**config.mk**
```make
export PLATFORM = sky130hd
export DESIGN_NAME = mbd_decoder
export DESIGN_NICKNAME = d
export VERILOG_FILES = /design/src/hw/mbd_pkg.sv /design/src/hw/mbd_dec_if.sv /design/src/hw/mbd_opcode_table.sv /design/src/hw/mbd_cycle_counter.sv /design/src/hw/mbd_decoder.sv
export SDC_FILE = /design/constraint.sdc
export NUM_CORES = 1
export LEC_CHECK = 0
export ABC_CLOCK_PERIOD_IN_PS = 4490
export BUFFER_PORTS_ARGS = -buffer_cell sky130_fd_sc_hd__buf_2
export CORE_ASPECT_RATIO = 1.75
export CORE_MARGIN = 2
export CORE_UTILIZATION = 35
export DETAILED_ROUTE_END_ITERATION = 10
export GPL_TIMING_DRIVEN = 1
export PLACE_DENSITY_LB_ADDON = 0.08
export SETUP_SLACK_MARGIN = 0.3
export SKIP_CTS_REPAIR_TIMING = 1
export SYNTH_ARGS = -nofsm -noshare
export SYNTH_HDL_FRONTEND = slang
export SYNTH_SLANG_ARGS = --single-unit
```
**constraint.sdc**
```tcl
create_clock -name CLK -period 4.49 [get_ports CLK]
set_clock_uncertainty 0.2 [all_clocks]
set_input_delay 0.898 -clock CLK [delete_from_list [all_inputs] [get_ports CLK]]
set_output_delay 0.898 -clock CLK [all_outputs]
set_load 0.01 [all_outputs]
```
**src/hw/mbd_pkg.sv**
```systemverilog
package mbd_pkg;

   // ----------------------------------------------------------------
   // Instruction groups and per-instruction actions
   // ----------------------------------------------------------------
   typedef enum logic [3:0] {
      CLS_OTHER, CLS_MOVE, CLS_CODE_LOAD, CLS_EXT_RD, CLS_EXT_WR, CLS_SWAP,
      CLS_JUMP, CLS_CALL, CLS_RETURN, CLS_COND, CLS_BIT, CLS_NOP
   } mbd_cls_t;

   typedef enum logic [4:0] {
      ACT_NONE, ACT_JMP, ACT_JZ, ACT_JNZ, ACT_JC, ACT_JNC, ACT_JB, ACT_JNB,
      ACT_JBC, ACT_COMPARE_JUMP_UNEQUAL, ACT_DJNZ, ACT_CLR_C, ACT_SET_C, ACT_CPL_C, ACT_ANL_C,
      ACT_ANL_NC, ACT_ORL_C, ACT_ORL_NC, ACT_MOV_C, ACT_MOV_BIT, ACT_CLR_BIT,
      ACT_SET_BIT, ACT_CPL_BIT
   } mbd_act_t;

   // ----------------------------------------------------------------
   // Lengths and cycle counts
   // ----------------------------------------------------------------
   localparam int CYC_W = 4;
   localparam logic [1:0] LEN_1 = 2'h1;
   localparam logic [1:0] LEN_2 = 2'h2;
   localparam logic [1:0] LEN_3 = 2'h3;
   localparam logic [CYC_W-1:0] CYC_0 = 4'h0;
   localparam logic [CYC_W-1:0] CYC_1 = 4'h1;
   localparam logic [CYC_W-1:0] CYC_2 = 4'h2;
   localparam logic [CYC_W-1:0] CYC_3 = 4'h3;
   localparam logic [CYC_W-1:0] CYC_4 = 4'h4;
   localparam logic [CYC_W-1:0] CYC_5 = 4'h5;
   localparam logic [CYC_W-1:0] CYC_6 = 4'h6;
   localparam logic [CYC_W-1:0] EXT_RD_BASE = CYC_3;
   localparam logic [CYC_W-1:0] EXT_WR_BASE = CYC_4;
   localparam int EXT_WAIT_W = 3;

   typedef struct packed {
      logic [1:0] len;
      logic [CYC_W-1:0] cyc;
      mbd_cls_t cls;
      mbd_act_t act;
   } mbd_dec_t;

   // ----------------------------------------------------------------
   // Status word layout and reset values
   // ----------------------------------------------------------------
   localparam int PSW_CY = 7;
   localparam int PSW_OV = 2;
   localparam int PSW_P = 0;
   localparam logic [7:0] PSW_RST = 8'h00;
   localparam mbd_dec_t DEC_RST = '{LEN_1, CYC_1, CLS_NOP, ACT_NONE};

endpackage

```
**src/hw/mbd_dec_if.sv**
```systemverilog
`timescale 1ns/1ps
interface mbd_dec_if;
   import mbd_pkg::*;

   logic [7:0] opcode;
   mbd_dec_t dec;
   logic known;

   modport lut (input opcode, output dec, output known);
   modport core (output opcode, input dec, input known);
endinterface

```
**src/hw/mbd_opcode_table.sv**
```systemverilog
`timescale 1ns/1ps
module mbd_opcode_table (
   mbd_dec_if.lut bus
);
   import mbd_pkg::*;

   // ----------------------------------------------------------------
   // Opcode lookup: length, base cycles, group, action
   // ----------------------------------------------------------------
   always_comb begin
      bus.known = 1'b1;
      bus.dec = '{LEN_1, CYC_1, CLS_OTHER, ACT_NONE};
      unique casez (bus.opcode)
         8'b1110_1???: bus.dec = '{LEN_1, CYC_1, CLS_MOVE, ACT_NONE};
         8'hE5, 8'h74: bus.dec = '{LEN_2, CYC_2, CLS_MOVE, ACT_NONE};
         8'hE6, 8'hE7: bus.dec = '{LEN_1, CYC_2, CLS_MOVE, ACT_NONE};
         8'b1111_1???: bus.dec = '{LEN_1, CYC_2, CLS_MOVE, ACT_NONE};
         8'b0111_1???: bus.dec = '{LEN_2, CYC_2, CLS_MOVE, ACT_NONE};
         8'b1010_1???: bus.dec = '{LEN_2, CYC_4, CLS_MOVE, ACT_NONE};
         8'hF5, 8'b1000_1???: bus.dec = '{LEN_2, CYC_3, CLS_MOVE, ACT_NONE};
         8'h85: bus.dec = '{LEN_3, CYC_4, CLS_MOVE, ACT_NONE};
         8'h86, 8'h87: bus.dec = '{LEN_2, CYC_4, CLS_MOVE, ACT_NONE};
         8'h75: bus.dec = '{LEN_3, CYC_3, CLS_MOVE, ACT_NONE};
         8'hF6, 8'hF7: bus.dec = '{LEN_1, CYC_3, CLS_MOVE, ACT_NONE};
         8'hA6, 8'hA7: bus.dec = '{LEN_2, CYC_5, CLS_MOVE, ACT_NONE};
         8'h76, 8'h77: bus.dec = '{LEN_2, CYC_3, CLS_MOVE, ACT_NONE};
         8'h90: bus.dec = '{LEN_3, CYC_3, CLS_MOVE, ACT_NONE};
         8'h93, 8'h83: bus.dec = '{LEN_1, CYC_3, CLS_CODE_LOAD, ACT_NONE};
         8'hE0, 8'hE2, 8'hE3: bus.dec = '{LEN_1, EXT_RD_BASE, CLS_EXT_RD, ACT_NONE};
         8'hF0, 8'hF2, 8'hF3: bus.dec = '{LEN_1, EXT_WR_BASE, CLS_EXT_WR, ACT_NONE};
         8'b1100_1???: bus.dec = '{LEN_1, CYC_2, CLS_SWAP, ACT_NONE};
         8'hC5: bus.dec = '{LEN_2, CYC_3, CLS_SWAP, ACT_NONE};
         8'hC6, 8'hC7, 8'hD6, 8'hD7: bus.dec = '{LEN_1, CYC_3, CLS_SWAP, ACT_NONE};
         8'b???1_0001: bus.dec = '{LEN_2, CYC_6, CLS_CALL, ACT_JMP};
         8'h12: bus.dec = '{LEN_3, CYC_6, CLS_CALL, ACT_JMP};
         8'h22, 8'h32: bus.dec = '{LEN_1, CYC_4, CLS_RETURN, ACT_JMP};
         8'b???0_0001: bus.dec = '{LEN_2, CYC_3, CLS_JUMP, ACT_JMP};
         8'h02: bus.dec = '{LEN_3, CYC_4, CLS_JUMP, ACT_JMP};
         8'h80: bus.dec = '{LEN_2, CYC_3, CLS_JUMP, ACT_JMP};
         8'h73: bus.dec = '{LEN_1, CYC_2, CLS_JUMP, ACT_JMP};
         8'h60: bus.dec = '{LEN_2, CYC_3, CLS_COND, ACT_JZ};
         8'h70: bus.dec = '{LEN_2, CYC_3, CLS_COND, ACT_JNZ};
         8'h40: bus.dec = '{LEN_2, CYC_3, CLS_COND, ACT_JC};
         8'h50: bus.dec = '{LEN_2, CYC_3, CLS_COND, ACT_JNC};
         8'h20: bus.dec = '{LEN_3, CYC_4, CLS_COND, ACT_JB};
         8'h30: bus.dec = '{LEN_3, CYC_4, CLS_COND, ACT_JNB};
         8'h10: bus.dec = '{LEN_3, CYC_4, CLS_COND, ACT_JBC};
         8'hB4, 8'b1011_1???: bus.dec = '{LEN_3, CYC_4, CLS_COND, ACT_COMPARE_JUMP_UNEQUAL};
         8'hB5, 8'hB6, 8'hB7: bus.dec = '{LEN_3, CYC_4, CLS_COND, ACT_COMPARE_JUMP_UNEQUAL};
         8'b1101_1???: bus.dec = '{LEN_2, CYC_3, CLS_COND, ACT_DJNZ};
         8'hD5: bus.dec = '{LEN_3, CYC_4, CLS_COND, ACT_DJNZ};
         8'h00: bus.dec = '{LEN_1, CYC_1, CLS_NOP, ACT_NONE};
         8'hC3: bus.dec = '{LEN_1, CYC_1, CLS_BIT, ACT_CLR_C};
         8'hD3: bus.dec = '{LEN_1, CYC_1, CLS_BIT, ACT_SET_C};
         8'hB3: bus.dec = '{LEN_1, CYC_1, CLS_BIT, ACT_CPL_C};
         8'hC2: bus.dec = '{LEN_2, CYC_3, CLS_BIT, ACT_CLR_BIT};
         8'hD2: bus.dec = '{LEN_2, CYC_3, CLS_BIT, ACT_SET_BIT};
         8'hB2: bus.dec = '{LEN_2, CYC_3, CLS_BIT, ACT_CPL_BIT};
         8'h82: bus.dec = '{LEN_2, CYC_2, CLS_BIT, ACT_ANL_C};
         8'hB0: bus.dec = '{LEN_2, CYC_2, CLS_BIT, ACT_ANL_NC};
         8'h72: bus.dec = '{LEN_2, CYC_2, CLS_BIT, ACT_ORL_C};
         8'hA0: bus.dec = '{LEN_2, CYC_2, CLS_BIT, ACT_ORL_NC};
         8'hA2: bus.dec = '{LEN_2, CYC_2, CLS_BIT, ACT_MOV_C};
         8'h92: bus.dec = '{LEN_2, CYC_3, CLS_BIT, ACT_MOV_BIT};
         // Arithmetic, logic and stack rows are not decoded here and report unknown
         default: bus.known = 1'b0;
      endcase
   end

endmodule

```
**src/hw/mbd_cycle_counter.sv**
```systemverilog
`timescale 1ns/1ps
module mbd_cycle_counter #(
   parameter int W = 4
) (
   // Clock and reset
   input logic clk,
   input logic rst_n,
   // Control
   input logic load,
   input logic [W-1:0] load_val,
   // Count
   output logic [W-1:0] value
);

   logic [W-1:0] cnt_r;
   logic [W-1:0] cnt_nxt;

   // ----------------------------------------------------------------
   // Down counter, parks at zero
   // ----------------------------------------------------------------
   always_comb begin
      cnt_nxt = cnt_r;
      if (load) begin
         cnt_nxt = load_val;
      end else if (cnt_r != '0) begin
         cnt_nxt = cnt_r - W'(1);
      end
   end

   always_ff @(posedge clk or negedge rst_n) begin
      if (!rst_n) begin
         cnt_r <= '0;
      end else begin
         cnt_r <= cnt_nxt;
      end
   end

   assign value = cnt_r;

endmodule

```
**src/hw/mbd_decoder.sv**
```systemverilog
// Summary of operation
// - Register to accumulator, one byte, one cycle
// - Accumulator loads direct, indirect, immediate: two cycles
// - Accumulator to register: one byte, two cycles
// - Immediate to register: two bytes, two cycles
// - Direct to direct: three bytes, four cycles
// - Indirect to direct: four cycles
// - Immediate to direct: three bytes, three cycles
// - Accumulator to indirect: three cycles
// - Direct to indirect: five cycles
// - Data pointer immediate load: three bytes, three cycles
// - Code byte loads take three cycles
// - External reads take three to ten cycles
// - External writes take four to eleven cycles
// - Mode bit selects external move action
// - Indirect swap and nibble swap: one byte, three cycles
// - Short jump three cycles, indirect jump two
// - Zero and non-zero jumps: two bytes, three cycles
// - Carry jumps: two bytes, three cycles
// - Bit test jump clears set bit: four cycles
// - Compare-jump-unequal immediate: three bytes, four cycles
// - Clear, set, complement bit: three cycles
// - Bit to carry two, carry to bit three
// - Carry, overflow, parity held in status word
`timescale 1ns/1ps
module mbd_decoder (
   // Clock and reset
   input logic CLK,
   input logic RSTN,
   // Instruction handshake
   input logic OPC_VALID,
   input logic [7:0] OPCODE,
   output logic READY,
   output logic BUSY,
   output logic DONE,
   // Decoded instruction
   output logic [1:0] INSTR_LEN,
   output logic [mbd_pkg::CYC_W-1:0] INSTR_CYCLES,
   output mbd_pkg::mbd_cls_t INSTR_CLASS,
   output logic INSTR_KNOWN,
   // External memory moves
   input logic [mbd_pkg::EXT_WAIT_W-1:0] EXT_WAIT,
   input logic PMW,
   output logic EXT_CODE_SPACE,
   // Operand conditions from the datapath
   input logic [7:0] ACC,
   input logic BIT_VAL,
   input logic CMP_NE,
   input logic CMP_LT,
   input logic DEC_ZERO,
   // Branch and bit results
   output logic BRANCH_VALID,
   output logic BRANCH_TAKEN,
   output logic BIT_WE,
   output logic BIT_WDATA,
   // Status word
   input logic PSW_WE,
   input logic [7:0] PSW_WDATA,
   output logic [7:0] PROGRAM_STATUS_WORD
);
   import mbd_pkg::*;

   typedef enum logic {ST_IDLE, ST_EXEC} mbd_state_t;

   // ----------------------------------------------------------------
   // Opcode lookup and cycle counter
   // ----------------------------------------------------------------
   mbd_dec_if dec_bus ();

   logic [CYC_W-1:0] cnt;
   logic [CYC_W-1:0] start_cyc;
   logic accept;
   logic done;
   logic is_ext;

   assign dec_bus.opcode = OPCODE;

   mbd_opcode_table u_table (
      .bus (dec_bus.lut)
   );

   mbd_cycle_counter #(
      .W (CYC_W)
   ) u_count (
      .clk (CLK),
      .rst_n (RSTN),
      .load (accept),
      .load_val (start_cyc),
      .value (cnt)
   );

   // Wait states stretch only the external moves
   assign is_ext = (dec_bus.dec.cls == CLS_EXT_RD) || (dec_bus.dec.cls == CLS_EXT_WR);
   assign start_cyc = is_ext ? dec_bus.dec.cyc + CYC_W'(EXT_WAIT)
                             : dec_bus.dec.cyc;

   // ----------------------------------------------------------------
   // Sequencer
   // ----------------------------------------------------------------
   mbd_state_t state_r;
   mbd_state_t state_nxt;

   // Ready in the last cycle lets instructions run back to back
   assign done = (state_r == ST_EXEC) && (cnt == CYC_1);
   assign READY = (state_r == ST_IDLE) || done;
   assign accept = OPC_VALID && READY;
   assign BUSY = (state_r == ST_EXEC);
   assign DONE = done;

   always_comb begin
      state_nxt = state_r;
      unique case (state_r)
         ST_IDLE: begin
            if (accept) begin
               state_nxt = ST_EXEC;
            end
         end
         ST_EXEC: begin
            if (done && !accept) begin
               state_nxt = ST_IDLE;
            end
         end
      endcase
   end

   always_ff @(posedge CLK or negedge RSTN) begin
      if (!RSTN) begin
         state_r <= ST_IDLE;
      end else begin
         state_r <= state_nxt;
      end
   end

   // ----------------------------------------------------------------
   // Latched decode of the running instruction
   // ----------------------------------------------------------------
   mbd_dec_t cur_r;
   mbd_dec_t cur_nxt;
   logic known_r;
   logic known_nxt;
   logic ext_space_r;
   logic ext_space_nxt;

   always_comb begin
      cur_nxt = cur_r;
      known_nxt = known_r;
      ext_space_nxt = ext_space_r;
      if (accept) begin
         cur_nxt = dec_bus.dec;
         cur_nxt.cyc = start_cyc;
         known_nxt = dec_bus.known;
         // Mode sampled at issue so a mid-move change cannot split it
         if (is_ext) begin
            ext_space_nxt = PMW;
         end
      end
   end

   always_ff @(posedge CLK or negedge RSTN) begin
      if (!RSTN) begin
         cur_r <= DEC_RST;
         known_r <= 1'b1;
         ext_space_r <= 1'b0;
      end else begin
         cur_r <= cur_nxt;
         known_r <= known_nxt;
         ext_space_r <= ext_space_nxt;
      end
   end

   assign INSTR_LEN = cur_r.len;
   assign INSTR_CYCLES = cur_r.cyc;
   assign INSTR_CLASS = cur_r.cls;
   assign INSTR_KNOWN = known_r;
   assign EXT_CODE_SPACE = ext_space_r;

   // ----------------------------------------------------------------
   // Branch outcome, bit writes and status word
   // ----------------------------------------------------------------
   logic taken_r;
   logic taken_nxt;
   logic bvalid_r;
   logic bvalid_nxt;
   logic bit_we_r;
   logic bit_we_nxt;
   logic bit_wd_r;
   logic bit_wd_nxt;
   logic [7:0] psw_r;
   logic [7:0] psw_nxt;
   logic cy;
   logic acc_zero;

   assign cy = psw_r[PSW_CY];
   assign acc_zero = (ACC == 8'h00);

   always_comb begin
      taken_nxt = 1'b0;
      bit_we_nxt = 1'b0;
      bit_wd_nxt = 1'b0;
      bvalid_nxt = done && (cur_r.cls inside {CLS_JUMP, CLS_CALL, CLS_RETURN, CLS_COND});
      psw_nxt = PSW_WE ? PSW_WDATA : psw_r;
      psw_nxt[PSW_P] = ^ACC;
      // Hardware carry update wins over a same-cycle software write
      if (done) begin
         unique case (cur_r.act)
            ACT_NONE: taken_nxt = 1'b0;
            ACT_JMP: taken_nxt = 1'b1;
            ACT_JZ: taken_nxt = acc_zero;
            ACT_JNZ: taken_nxt = !acc_zero;
            ACT_JC: taken_nxt = cy;
            ACT_JNC: taken_nxt = !cy;
            ACT_JB: taken_nxt = BIT_VAL;
            ACT_JNB: taken_nxt = !BIT_VAL;
            ACT_JBC: begin
               taken_nxt = BIT_VAL;
               bit_we_nxt = BIT_VAL;
            end
            ACT_COMPARE_JUMP_UNEQUAL: begin
               taken_nxt = CMP_NE;
               psw_nxt[PSW_CY] = CMP_LT;
            end
            ACT_DJNZ: taken_nxt = !DEC_ZERO;
            ACT_CLR_C: psw_nxt[PSW_CY] = 1'b0;
            ACT_SET_C: psw_nxt[PSW_CY] = 1'b1;
            ACT_CPL_C: psw_nxt[PSW_CY] = !cy;
            ACT_ANL_C: psw_nxt[PSW_CY] = cy & BIT_VAL;
            ACT_ANL_NC: psw_nxt[PSW_CY] = cy & !BIT_VAL;
            ACT_ORL_C: psw_nxt[PSW_CY] = cy | BIT_VAL;
            ACT_ORL_NC: psw_nxt[PSW_CY] = cy | !BIT_VAL;
            ACT_MOV_C: psw_nxt[PSW_CY] = BIT_VAL;
            ACT_MOV_BIT: begin
               bit_we_nxt = 1'b1;
               bit_wd_nxt = cy;
            end
            ACT_CLR_BIT: bit_we_nxt = 1'b1;
            ACT_SET_BIT: begin
               bit_we_nxt = 1'b1;
               bit_wd_nxt = 1'b1;
            end
            ACT_CPL_BIT: begin
               bit_we_nxt = 1'b1;
               bit_wd_nxt = !BIT_VAL;
            end
         endcase
      end
   end

   always_ff @(posedge CLK or negedge RSTN) begin
      if (!RSTN) begin
         taken_r <= 1'b0;
         bvalid_r <= 1'b0;
         bit_we_r <= 1'b0;
         bit_wd_r <= 1'b0;
         psw_r <= PSW_RST;
      end else begin
         taken_r <= taken_nxt;
         bvalid_r <= bvalid_nxt;
         bit_we_r <= bit_we_nxt;
         bit_wd_r <= bit_wd_nxt;
         psw_r <= psw_nxt;
      end
   end

   assign BRANCH_VALID = bvalid_r;
   assign BRANCH_TAKEN = taken_r;
   assign BIT_WE = bit_we_r;
   assign BIT_WDATA = bit_wd_r;
   assign PROGRAM_STATUS_WORD = psw_r;

   logic [CYC_W-1:0] el_r;
   logic [CYC_W-1:0] el_nxt;

   always_comb begin
      el_nxt = el_r;
      if (accept) begin
         el_nxt = CYC_1;
      end else if (BUSY) begin
         el_nxt = el_r + CYC_1;
      end
   end

   always_ff @(posedge CLK or negedge RSTN) begin
      if (!RSTN) begin
         el_r <= CYC_0;
      end else begin
         el_r <= el_nxt;
      end
   end
endmodule

```
==> impl_metrics.env, run 1 <==
export IMPL_maxSlewViolCount=0
export IMPL_synth_adder_area_share_pct=4.33
export IMPL_period_minus_slack_ps=3970
export IMPL_cp_end_kind="register"
export IMPL_die_area_um2=10400
export IMPL_clockBufferDepth=2
export IMPL_grt_antenna_before_repair=0
export IMPL_peakVddDrop_mv=0.219
export IMPL_synth_area_leader_cell="dfrtp_1"
export IMPL_core_area_um2=9410
export IMPL_synth_cells=428
export IMPL_p_per_area_nw_per_um2=397
export IMPL_slew_limit_headroom_pct=47.4
export IMPL_place_area_um2=3760
export IMPL_cts_tree="yes"
export IMPL_synth_compound_area_share_pct=23.8
export IMPL_rows=47
export IMPL_drv_cap=0
export IMPL_root_buffer="clkbuf_16"
export IMPL_leakagePower_uw=0.00174
export IMPL_hold_viol_final=0
export IMPL_muxShareOfSynthArea_pct=3.33
export IMPL_netlist_top_cells_area="dfrtp_1 21%, nand2_1 5.3%, a21oi_1 5.1%"
export IMPL_cpMaxStageDelayCell="or3b_1"
export IMPL_yosysSeqAreaShare_pct=25.6
export IMPL_routabilityCongestion=0.970
export IMPL_diodes=0
export IMPL_layout_commonest_cell="buf_2"
export IMPL_rsz0062_at_grt="false"
export IMPL_crit_type="primary input to register"
export IMPL_reg2reg_depth=8
export IMPL_wirelength_um=11300
export IMPL_grt_overflow=0
export IMPL_worstPathMaxFanout=24
export IMPL_final_nets=532
export IMPL_post_route_period_util_pct=88.5
export IMPL_die_w_um=77.9
export IMPL_ant_nets=0
export IMPL_area_growth_pct=16.7
export IMPL_yosysTopAreaCellShare_pct=20.9
export IMPL_clk_latency_ps=280
export IMPL_finalSetupTns_ps=0
export IMPL_cpPeakStageDelay_ps=430
export IMPL_vias_per_cell=5.66
export IMPL_syn_area_um2=3350
export IMPL_worst_r2r_endpoint="u_count.value[3]"
export IMPL_cts_made_buffers=5
export IMPL_crit_end="u_count.value[2]"
export IMPL_synth_distinct_cells=80
export IMPL_max_freq_ghz=0.252
export IMPL_numClockSinks=34
export IMPL_rrSetupSlack_ps=2050
export IMPL_cp_depth=15
export IMPL_r2r_start="u_count.value[1]"
export IMPL_port_buffers=61
export IMPL_drc_errors=0
export IMPL_synth_seq_cells=34
export IMPL_status="completed"
export IMPL_wl_per_cell_um=18.6
export IMPL_grt_pass1_vias=3363
export IMPL_grt_start_max_net_pins=35
export IMPL_drtIter0Drc=126
export IMPL_critPathLaunchType="primary input"
export IMPL_ys_warnings_count=0
export IMPL_cp_required_ps=4420
export IMPL_path_buf_inv=2
export IMPL_synth_simple_gate_area_share_pct=30.7
export IMPL_grt_first_pass_wirelength_um=17700
export IMPL_synthXorXnorAreaFrac_pct=1.57
export IMPL_hold_class="register to register"
export IMPL_htreeDepth=2
export IMPL_first_pass_iters=5
export IMPL_vias=3444
export IMPL_whs_ps=268
export IMPL_async_flop_share_pct=100
export IMPL_mostFrequentLayoutCells="61 x buf_2, 47 x nand2_1, 44 x nor2_1, 34 x a21oi_1, 31 x buf_4"
export IMPL_crit_chain="buf_2, nand3b_1, o22ai_1, a31oi_1, or3b_1, nor4_2, nor2b_1, nand3_1, ha_1, inv_1, fa_1, xor2_1, nor2_1, a211oi_1, a31oi_1"
export IMPL_io_pins=63
export IMPL_synth_top_family_by_area="simple AND/OR/NAND/NOR gates"
export IMPL_grt_usage_pct=21.8
export IMPL_synth_edf_count=0
export IMPL_clkSlewWorstSetupHoldPaths_ps=50
export IMPL_synthesis_nets=475
export IMPL_design_area_um2=3910
export IMPL_crit_top_cell="a31oi_1"
export IMPL_critPathArrivalTime_ps=3900
export IMPL_drive_above_1_share_pct=27.2
export IMPL_critPathTopFamily="simple AND/OR/NAND/NOR gates"
export IMPL_initial_core_util_pct=35.6
export IMPL_die_height_um=133
export IMPL_dp_hpwl_um=8830
export IMPL_crit_start="OPCODE[6]"
export IMPL_synth_avg_cell_area_um2=7.82
export IMPL_tightest_slew_ps=778
export IMPL_synth_ff_type="dfrtp_1"
export IMPL_final_setup_viol_count=0
## power by group
| group | switching [uW] | internal [uW] |
|---|---|---|
| clock network | 125 | 220 |
| registers | 113 | 430 |
| logic | 385 | 281 |
## tightest hold or removal path: stages, from the launching register on
cell and delay (ps):
dfstp_2 360, nand2_1 60, nand2_1 50
## state kept, by name, indices dropped and copies added, names as in the netlist, 2 cells and up
signal and count:
cur_r 5, INSTR_CLASS 4, PROGRAM_STATUS_WORD 8, u_count.value 4
INSTR_CYCLES 4, INSTR_LEN 2
## through the flow
stage / std cells / total power [uW] / setup WS, ps / utilization [%]
finish: 608 / 1550 / 516 / 41.5
global route: 608 / 1680 / 302 / 41.5
CTS: 608 / 1570 / 496 / 41.5
detailed placement: 600 / 1220 / 196 / 40.0
global placement: 600 / 1200 / 242 / 40.0
floorplan: 428 / 1040 / 800 / -
## metal layers
layer  wire length (um)  up-vias  GRT usage [%]
li1                   -     1656              -
met1               3950     1609           22.0
met2               6050      142           40.2
met4                741        0           15.4
met5                  0        -              0
met3                567       37           2.57
## how the worst min path moves through the flow
stage / cells after the start / endpoint / slack, ps / from
4_1_cts: 2 / INSTR_CYCLES[0] / 270 / INSTR_CYCLES[0]
3_5_place_dp: 1 / INSTR_CYCLES[3] / 260 / INSTR_CYCLES[3]
3_3_place_gp: 2 / INSTR_CYCLES[0] / 250 / INSTR_CYCLES[0]
2_1_floorplan: 2 / INSTR_CYCLES[0] / 240 / INSTR_CYCLES[0]
5_1_grt: 2 / INSTR_CYCLES[0] / 300 / INSTR_CYCLES[0]
6_report: 2 / INSTR_CYCLES[0] / 270 / INSTR_CYCLES[0]
## synth_stat cells, types with 5 or more instances
library cell,count
nor2b_1,9
nor3_1,8
nor3b_1,5
nand4_1,5
buf_4,16
o211ai_1,5
buf_2,7
o21ai_0,26
nand3_1,19
mux2_2,7
nand2_1,47
dfrtp_1,28
inv_1,21
nor2_1,44
ha_1,10
a31oi_1,8
a21oi_1,34
a211oi_1,5
dfstp_2,6
buf_6,7
clkbuf_1,11
## area by class of cell
class	instances	area, um2
fill	1010	5500
multi-input combinational	331	2130
sequential	34	858
timing repair buffer	92	538
tap	122	153
clock buffer	7	143
inverter	21	78.8
clock inverter	1	5.00
## kinds of logic after synthesis
group                    Yosys count
AND/OR/NAND/NOR                  184
AO/OA/AOI/OAI                    121
buffers and inverters             63
flip-flops                        34
adder cells (fa/ha/maj)           11
multiplexers                       9
XOR/XNOR                           6
Power figures use the tool's default switching activity.
==> run 2, diff against run 1 <==
--- a/config.mk
+++ b/config.mk
@@ -9,10 +9,11 @@
 export BUFFER_PORTS_ARGS = -buffer_cell sky130_fd_sc_hd__buf_2
 export CORE_ASPECT_RATIO = 1.75
 export CORE_MARGIN = 2
-export CORE_UTILIZATION = 35
+export CORE_UTILIZATION = 55
 export DETAILED_ROUTE_END_ITERATION = 10
 export GPL_TIMING_DRIVEN = 1
 export PLACE_DENSITY_LB_ADDON = 0.08
+export RECOVER_POWER = 100
 export SETUP_SLACK_MARGIN = 0.3
 export SKIP_CTS_REPAIR_TIMING = 1
 export SYNTH_ARGS = -nofsm -noshare
==> run 2 against run 1 <==
Effect of this change: the flow now finishes with violations (capacitance limit, slew limit); global-route usage grew 7.1 points; cell count is 8.7% lower; sequential power decreased by 1%; routed wire length shrank 15%; non-clock buffer count down 9; fmax shrank 4.6%; hold slack lost 9.5 ps; flip-flop and latch count did not move; clock-buffer cell count unchanged; via count increased by 0.61%; register-to-register slack gained 60 ps; critical path type unchanged; largest cell class unchanged.
==> impl_metrics.env, run 2 (same netlist as run 1, synthesis figures left out) <==
export IMPL_final_setup_viol_count=0
export IMPL_vias=3465
export IMPL_p_per_area_nw_per_um2=379
export IMPL_hold_path_startpoint="INSTR_CYCLES[0]"
export IMPL_slew_limit_headroom_pct=-16.2
export IMPL_htreeDepth=2
export IMPL_fin_util_pct=62.7
export IMPL_worst_r2r_endpoint="u_count.value[3]"
export IMPL_ant_nets=0
export IMPL_cts_made_buffers=5
export IMPL_die_height_um=107
export IMPL_hold_path_depth=2
export IMPL_clkPwrFrac_pct=16.0
export IMPL_grt_start_max_net_pins=35
export IMPL_finalSetupTns_ps=0
export IMPL_root_buffer="clkbuf_8"
export IMPL_cpMaxStageDelayCell="a2111oi_0"
export IMPL_grt_usage_pct=28.9
export IMPL_drc_errors=0
export IMPL_violations="capacitance limit, slew limit"
export IMPL_crit_chain="buf_2, buf_4, nor3b_1, o21ai_0, nand3_1, a2111oi_0, buf_4, nand3_1, ha_1, inv_1, fa_1, xor2_1, nor2_1, a211oi_1, nor2_1"
export IMPL_crit_start="OPCODE[5]"
export IMPL_swShare_pct=42.0
export IMPL_first_pass_iters=6
export IMPL_wl_per_cell_um=17.3
export IMPL_max_freq_ghz=0.240
export IMPL_hold_viol_final=0
export IMPL_maxSlewViolCount=35
export IMPL_largest_register_ffs=8
export IMPL_min_to="INSTR_CYCLES[0]"
export IMPL_final_nets=523
export IMPL_rrSetupSlack_ps=2110
export IMPL_clkSlewWorstSetupHoldPaths_ps=60
export IMPL_r2r_start="u_count.value[1]"
export IMPL_power_frac_comb_pct=45.6
export IMPL_core_area_um2=5880
export IMPL_numClockSinks=34
export IMPL_hold_class="register to register"
export IMPL_die_area_um2=6750
export IMPL_path_buf_inv=4
export IMPL_place_area_um2=3640
export IMPL_cpPeakStageDelay_ps=590
export IMPL_wirelength_um=9620
export IMPL_port_buffers=61
export IMPL_cp_required_ps=4440
export IMPL_dp_hpwl_um=7640
export IMPL_cp_end_kind="register"
export IMPL_rsz0062_at_grt="false"
export IMPL_post_route_period_util_pct=92.8
export IMPL_critPathLaunchType="primary input"
export IMPL_drv_cap=1
export IMPL_clk_latency_ps=270
export IMPL_critPathTopFamily="compound AO/OA/AOI/OAI gates"
export IMPL_design_area_um2=3690
export IMPL_rows=37
export IMPL_io_pins=63
export IMPL_tightest_slew_ps=1740
export IMPL_grt_pass1_vias=3332
export IMPL_drive_above_1_share_pct=19.3
export IMPL_mostFrequentLayoutCells="47 x nand2_1, 44 x nor2_1, 35 x buf_2, 34 x a21oi_1"
export IMPL_reg2reg_depth=8
export IMPL_p_int_uw=809
export IMPL_status="finished with violations"
export IMPL_layout_commonest_cell="nand2_1"
export IMPL_critPathArrivalTime_ps=4110
export IMPL_vias_per_cell=6.24
export IMPL_drtIter0Drc=207
export IMPL_initial_core_util_pct=56.9
export IMPL_pwr_share_seq_pct=38.4
export IMPL_clockBufferDepth=2
export IMPL_grt_overflow=0
export IMPL_cp_depth=15
export IMPL_grt_first_pass_wirelength_um=15400
export IMPL_area_growth_pct=10.1
export IMPL_fillers=590
export IMPL_crit_type="primary input to register"
export IMPL_period_minus_slack_ps=4170
export IMPL_peakVddDrop_mv=0.149
export IMPL_cts_tree="yes"
export IMPL_routabilityCongestion=0.989
export IMPL_grt_antenna_before_repair=0
export IMPL_worstPathMaxFanout=18
export IMPL_diodes=0
export IMPL_p_switching_uw=587
export IMPL_leakagePower_uw=0.00158
export IMPL_die_w_um=63.0
run 2: cell type report:
class                      instances  area, um2  share of cell area, %
multi-input combinational        331       2130                   57.8
sequential                        34        858                   23.3
timing repair buffer              83        430                   11.7
tap                               78       97.6                   2.65
clock buffer                       7       86.3                   2.34
inverter                          21       78.8                   2.14
clock inverter                     1       5.00                  0.136
run 2: worst min-delay path: stages (launching register included):
cell,delay [ps]
dfstp_2,370
nand2_1,50
nand2_1,40
run 2: metrics by stage:
stage | hold slack (ps) | instances | worst slack (ps) | power [uW]
final | 258 | 555 | 323 | 1400
after global routing | 278 | 555 | 181 | 1510
after CTS | 259 | 555 | 458 | 1430
after detailed placement | 248 | 547 | 172 | 1200
after global placement | 251 | 547 | 266 | 1170
after floorplan | 239 | 428 | 800 | 1040
run 2: worst max path at each step:
stage                       end  slack (ps)
3_5_place_dp    INSTR_CYCLES[2]         170
2_1_floorplan   INSTR_CYCLES[2]         800
3_3_place_gp   u_count.value[2]         270
4_1_cts         INSTR_CYCLES[2]         460
6_report        INSTR_CYCLES[2]         320
5_1_grt        u_count.value[2]         180
run 2: power groups by stage:
stage	sequential, uW	combinational, uW	clock, uW
2_1_floorplan	510	534	0
3_3_place_gp	534	638	0
3_5_place_dp	542	658	0
4_1_cts	536	660	230
5_1_grt	554	709	245
6_report	536	637	223
run 2: metal layers:
metal / global-route usage, % / part of all wire [%] / vias up
met2: 54.3 / 52 / 171
met1: 29.3 / 36 / 1589
met3: 2.52 / 4.9 / 61
li1: - / - / 1644
met4: 20.0 / 7.1 / 0
met5: 0 / 0 / -
==> run 3, diff against run 2 <==
--- a/config.mk
+++ b/config.mk
@@ -5,11 +5,11 @@
 export SDC_FILE = /design/constraint.sdc
 export NUM_CORES = 1
 export LEC_CHECK = 0
-export ABC_CLOCK_PERIOD_IN_PS = 4490
+export ABC_CLOCK_PERIOD_IN_PS = 3400
 export BUFFER_PORTS_ARGS = -buffer_cell sky130_fd_sc_hd__buf_2
 export CORE_ASPECT_RATIO = 1.75
 export CORE_MARGIN = 2
-export CORE_UTILIZATION = 55
+export CORE_UTILIZATION = 51
 export DETAILED_ROUTE_END_ITERATION = 10
 export GPL_TIMING_DRIVEN = 1
 export PLACE_DENSITY_LB_ADDON = 0.08
==> constraint.sdc (replaced) <==
create_clock -name CLK -period 3.4 [get_ports CLK]
set_clock_uncertainty 0.2 [all_clocks]
set_input_delay 0.68 -clock CLK [delete_from_list [all_inputs] [get_ports CLK]]
set_output_delay 0.68 -clock CLK [all_outputs]
set_load 0.01 [all_outputs]
==> run 3 against run 2 <==
Effect of this change: the flow still finishes with violations (capacitance limit, slew limit); global-route usage up 1.9 points; routed wire length up 20%; die area up 7.4%; worst setup slack worse by 190 ps; sequential power up 34%; register-to-register slack worse by 1100 ps; critical path depth up 1; via count up 11%; flip-flop and latch count unchanged; non-clock buffer count up 89; critical endpoint is now u_count.value[2]; largest power group unchanged.
==> impl_metrics.env, run 3 (same netlist as run 1, synthesis figures left out) <==
export IMPL_grt_start_max_net_pins=35
export IMPL_wirelength_um=11500
export IMPL_cpMaxStageDelayCell="or4b_4"
export IMPL_fillers=543
export IMPL_p_int_uw=1290
export IMPL_slew_limit_headroom_pct=-23.6
export IMPL_grt_first_pass_wirelength_um=17500
export IMPL_die_w_um=65.3
export IMPL_initial_core_util_pct=52.0
export IMPL_design_area_um2=4810
export IMPL_critPathArrivalTime_ps=3190
export IMPL_critPathTopFamily="simple AND/OR/NAND/NOR gates"
export IMPL_pwr_share_seq_pct=33.7
export IMPL_cts_tree="yes"
export IMPL_cp_end_kind="register"
export IMPL_worstPathMaxFanout=6
export IMPL_hold_path_depth=2
export IMPL_vias_per_cell=5.94
export IMPL_final_cells=648
export IMPL_cp_depth=16
export IMPL_vias=3852
export IMPL_leakagePower_uw=0.00215
export IMPL_cts_made_buffers=5
export IMPL_final_nets=612
export IMPL_io_pins=63
export IMPL_drv_cap=1
export IMPL_status="finished with violations"
export IMPL_rows=39
export IMPL_largest_register_ffs=8
export IMPL_p_switching_uw=842
export IMPL_reg2reg_depth=8
export IMPL_drtIter0Drc=319
export IMPL_diodes=0
export IMPL_power_frac_comb_pct=45.1
export IMPL_multiInputGateArea_um2=2330
export IMPL_maxSlewViolCount=35
export IMPL_root_buffer="clkbuf_16"
export IMPL_whs_ps=258
export IMPL_dp_cells=625
export IMPL_final_setup_viol_count=0
export IMPL_period_minus_slack_ps=3270
export IMPL_crit_type="primary input to register"
export IMPL_dp_hpwl_um=8650
export IMPL_hold_class="register to register"
export IMPL_routabilityCongestion=0.995
export IMPL_clk_latency_ps=280
export IMPL_area_growth_pct=43.7
export IMPL_peakVddDrop_mv=0.209
export IMPL_place_area_um2=4280
export IMPL_core_area_um2=6440
export IMPL_drc_errors=0
export IMPL_mostFrequentLayoutCells="92 x buf_4, 46 x nand2_1, 44 x nor2_1, 31 x clkbuf_1, 29 x a21oi_1"
export IMPL_grt_usage_pct=30.8
export IMPL_clkPwrFrac_pct=21.2
export IMPL_htreeDepth=2
export IMPL_port_buffers=61
export IMPL_die_height_um=111
export IMPL_clkSlewWorstSetupHoldPaths_ps=50
export IMPL_first_pass_iters=7
export IMPL_grt_antenna_before_repair=0
export IMPL_cp_required_ps=3320
export IMPL_wl_per_cell_um=17.8
export IMPL_hold_viol_final=0
export IMPL_numClockSinks=34
export IMPL_p_per_area_nw_per_um2=443
export IMPL_tightest_slew_ps=1850
export IMPL_ant_nets=0
export IMPL_drive_above_1_share_pct=36.6
export IMPL_critPathLaunchType="primary input"
export IMPL_layout_commonest_cell="buf_4"
export IMPL_max_freq_ghz=0.306
export IMPL_violations="capacitance limit, slew limit"
export IMPL_swShare_pct=39.5
export IMPL_grt_overflow=0
export IMPL_crit_chain="buf_8, buf_4, or4b_4, o22ai_4, a31oi_4, or3b_4, nor4_4, nor2b_1, nand3_1, ha_2, inv_2, fa_2, xor2_1, nor2_1, a211oi_2, a31oi_1"
export IMPL_rsz0062_at_grt="true"
export IMPL_grt_pass1_vias=3693
export IMPL_cpPeakStageDelay_ps=530
export IMPL_die_area_um2=7250
export IMPL_post_route_period_util_pct=96.2
export IMPL_path_buf_inv=3
export IMPL_seqCellArea_um2=858
export IMPL_clockBufferDepth=2
## run 3: cell count changes in the layout (fill, tap and decap cells not counted), moves of 3 or more
cell / delta
a21oi_1: -5
a21oi_2: +4
buf_12: +3
buf_2: -10
buf_4: +72
buf_6: +15
buf_8: +4
clkbuf_16: +8
clkbuf_8: -5
o21ai_0: -3
## run 3: area by class of cell
class | instances | area share, %
clock inverter | 1 | 0.104
timing repair buffer | 172 | 26.9
multi-input combinational | 331 | 48.5
clock buffer | 7 | 2.96
inverter | 21 | 1.64
tap | 82 | 2.13
sequential | 34 | 17.8
## run 3: final timing paths
path,from,endpoint,slack [ps]
worst max-delay path,OPCODE[2],u_count.value[2],130
worst min-delay path,INSTR_CYCLES[0],INSTR_CYCLES[0],260
worst max register to register,u_count.value[1],INSTR_CLASS[1],1020
worst min register to register,INSTR_CYCLES[0],INSTR_CYCLES[0],260
max in group asynchronous,RSTN,u_count.value[0],1230
min in group asynchronous,RSTN,u_count.value[2],700
## run 3: through the flow
step                power, uW  setup slack [ps]  utilization, %  setup TNS, ps
floorplan                1400              96.8               -              0
global placement         1620              -253            66.4          -1190
detailed placement       1650              -277            66.4          -1290
CTS                      2110             -24.9            68.7          -34.2
global route             2280             -18.6            74.7          -31.2
finish                   2130               128            74.7              0
## run 3: worst min-delay path, cell delays in order, from the launching register on
cell and delay (ps):
dfstp_2 370, nand2_1 50, nand2_1 40
## run 3: routing by layer
| layer | global-route usage [%] | vias to the layer above | part of all wire (%) |
|---|---|---|---|
| met5 | 0 | - | 0 |
| met1 | 32.6 | 1796 | 34 |
| met2 | 54.9 | 173 | 55 |
| li1 | - | 1833 | - |
| met3 | 2.03 | 50 | 4.6 |
| met4 | 22.6 | 0 | 7.0 |
## run 3: power groups by stage
stage               clock [uW]  combinational [uW]  sequential (uW)
floorplan                    0                 725              673
global placement             0                 913              708
detailed placement           0                 929              720
CTS                        458                 938              715
global route               472                1070              738
finish                     451                 961              717
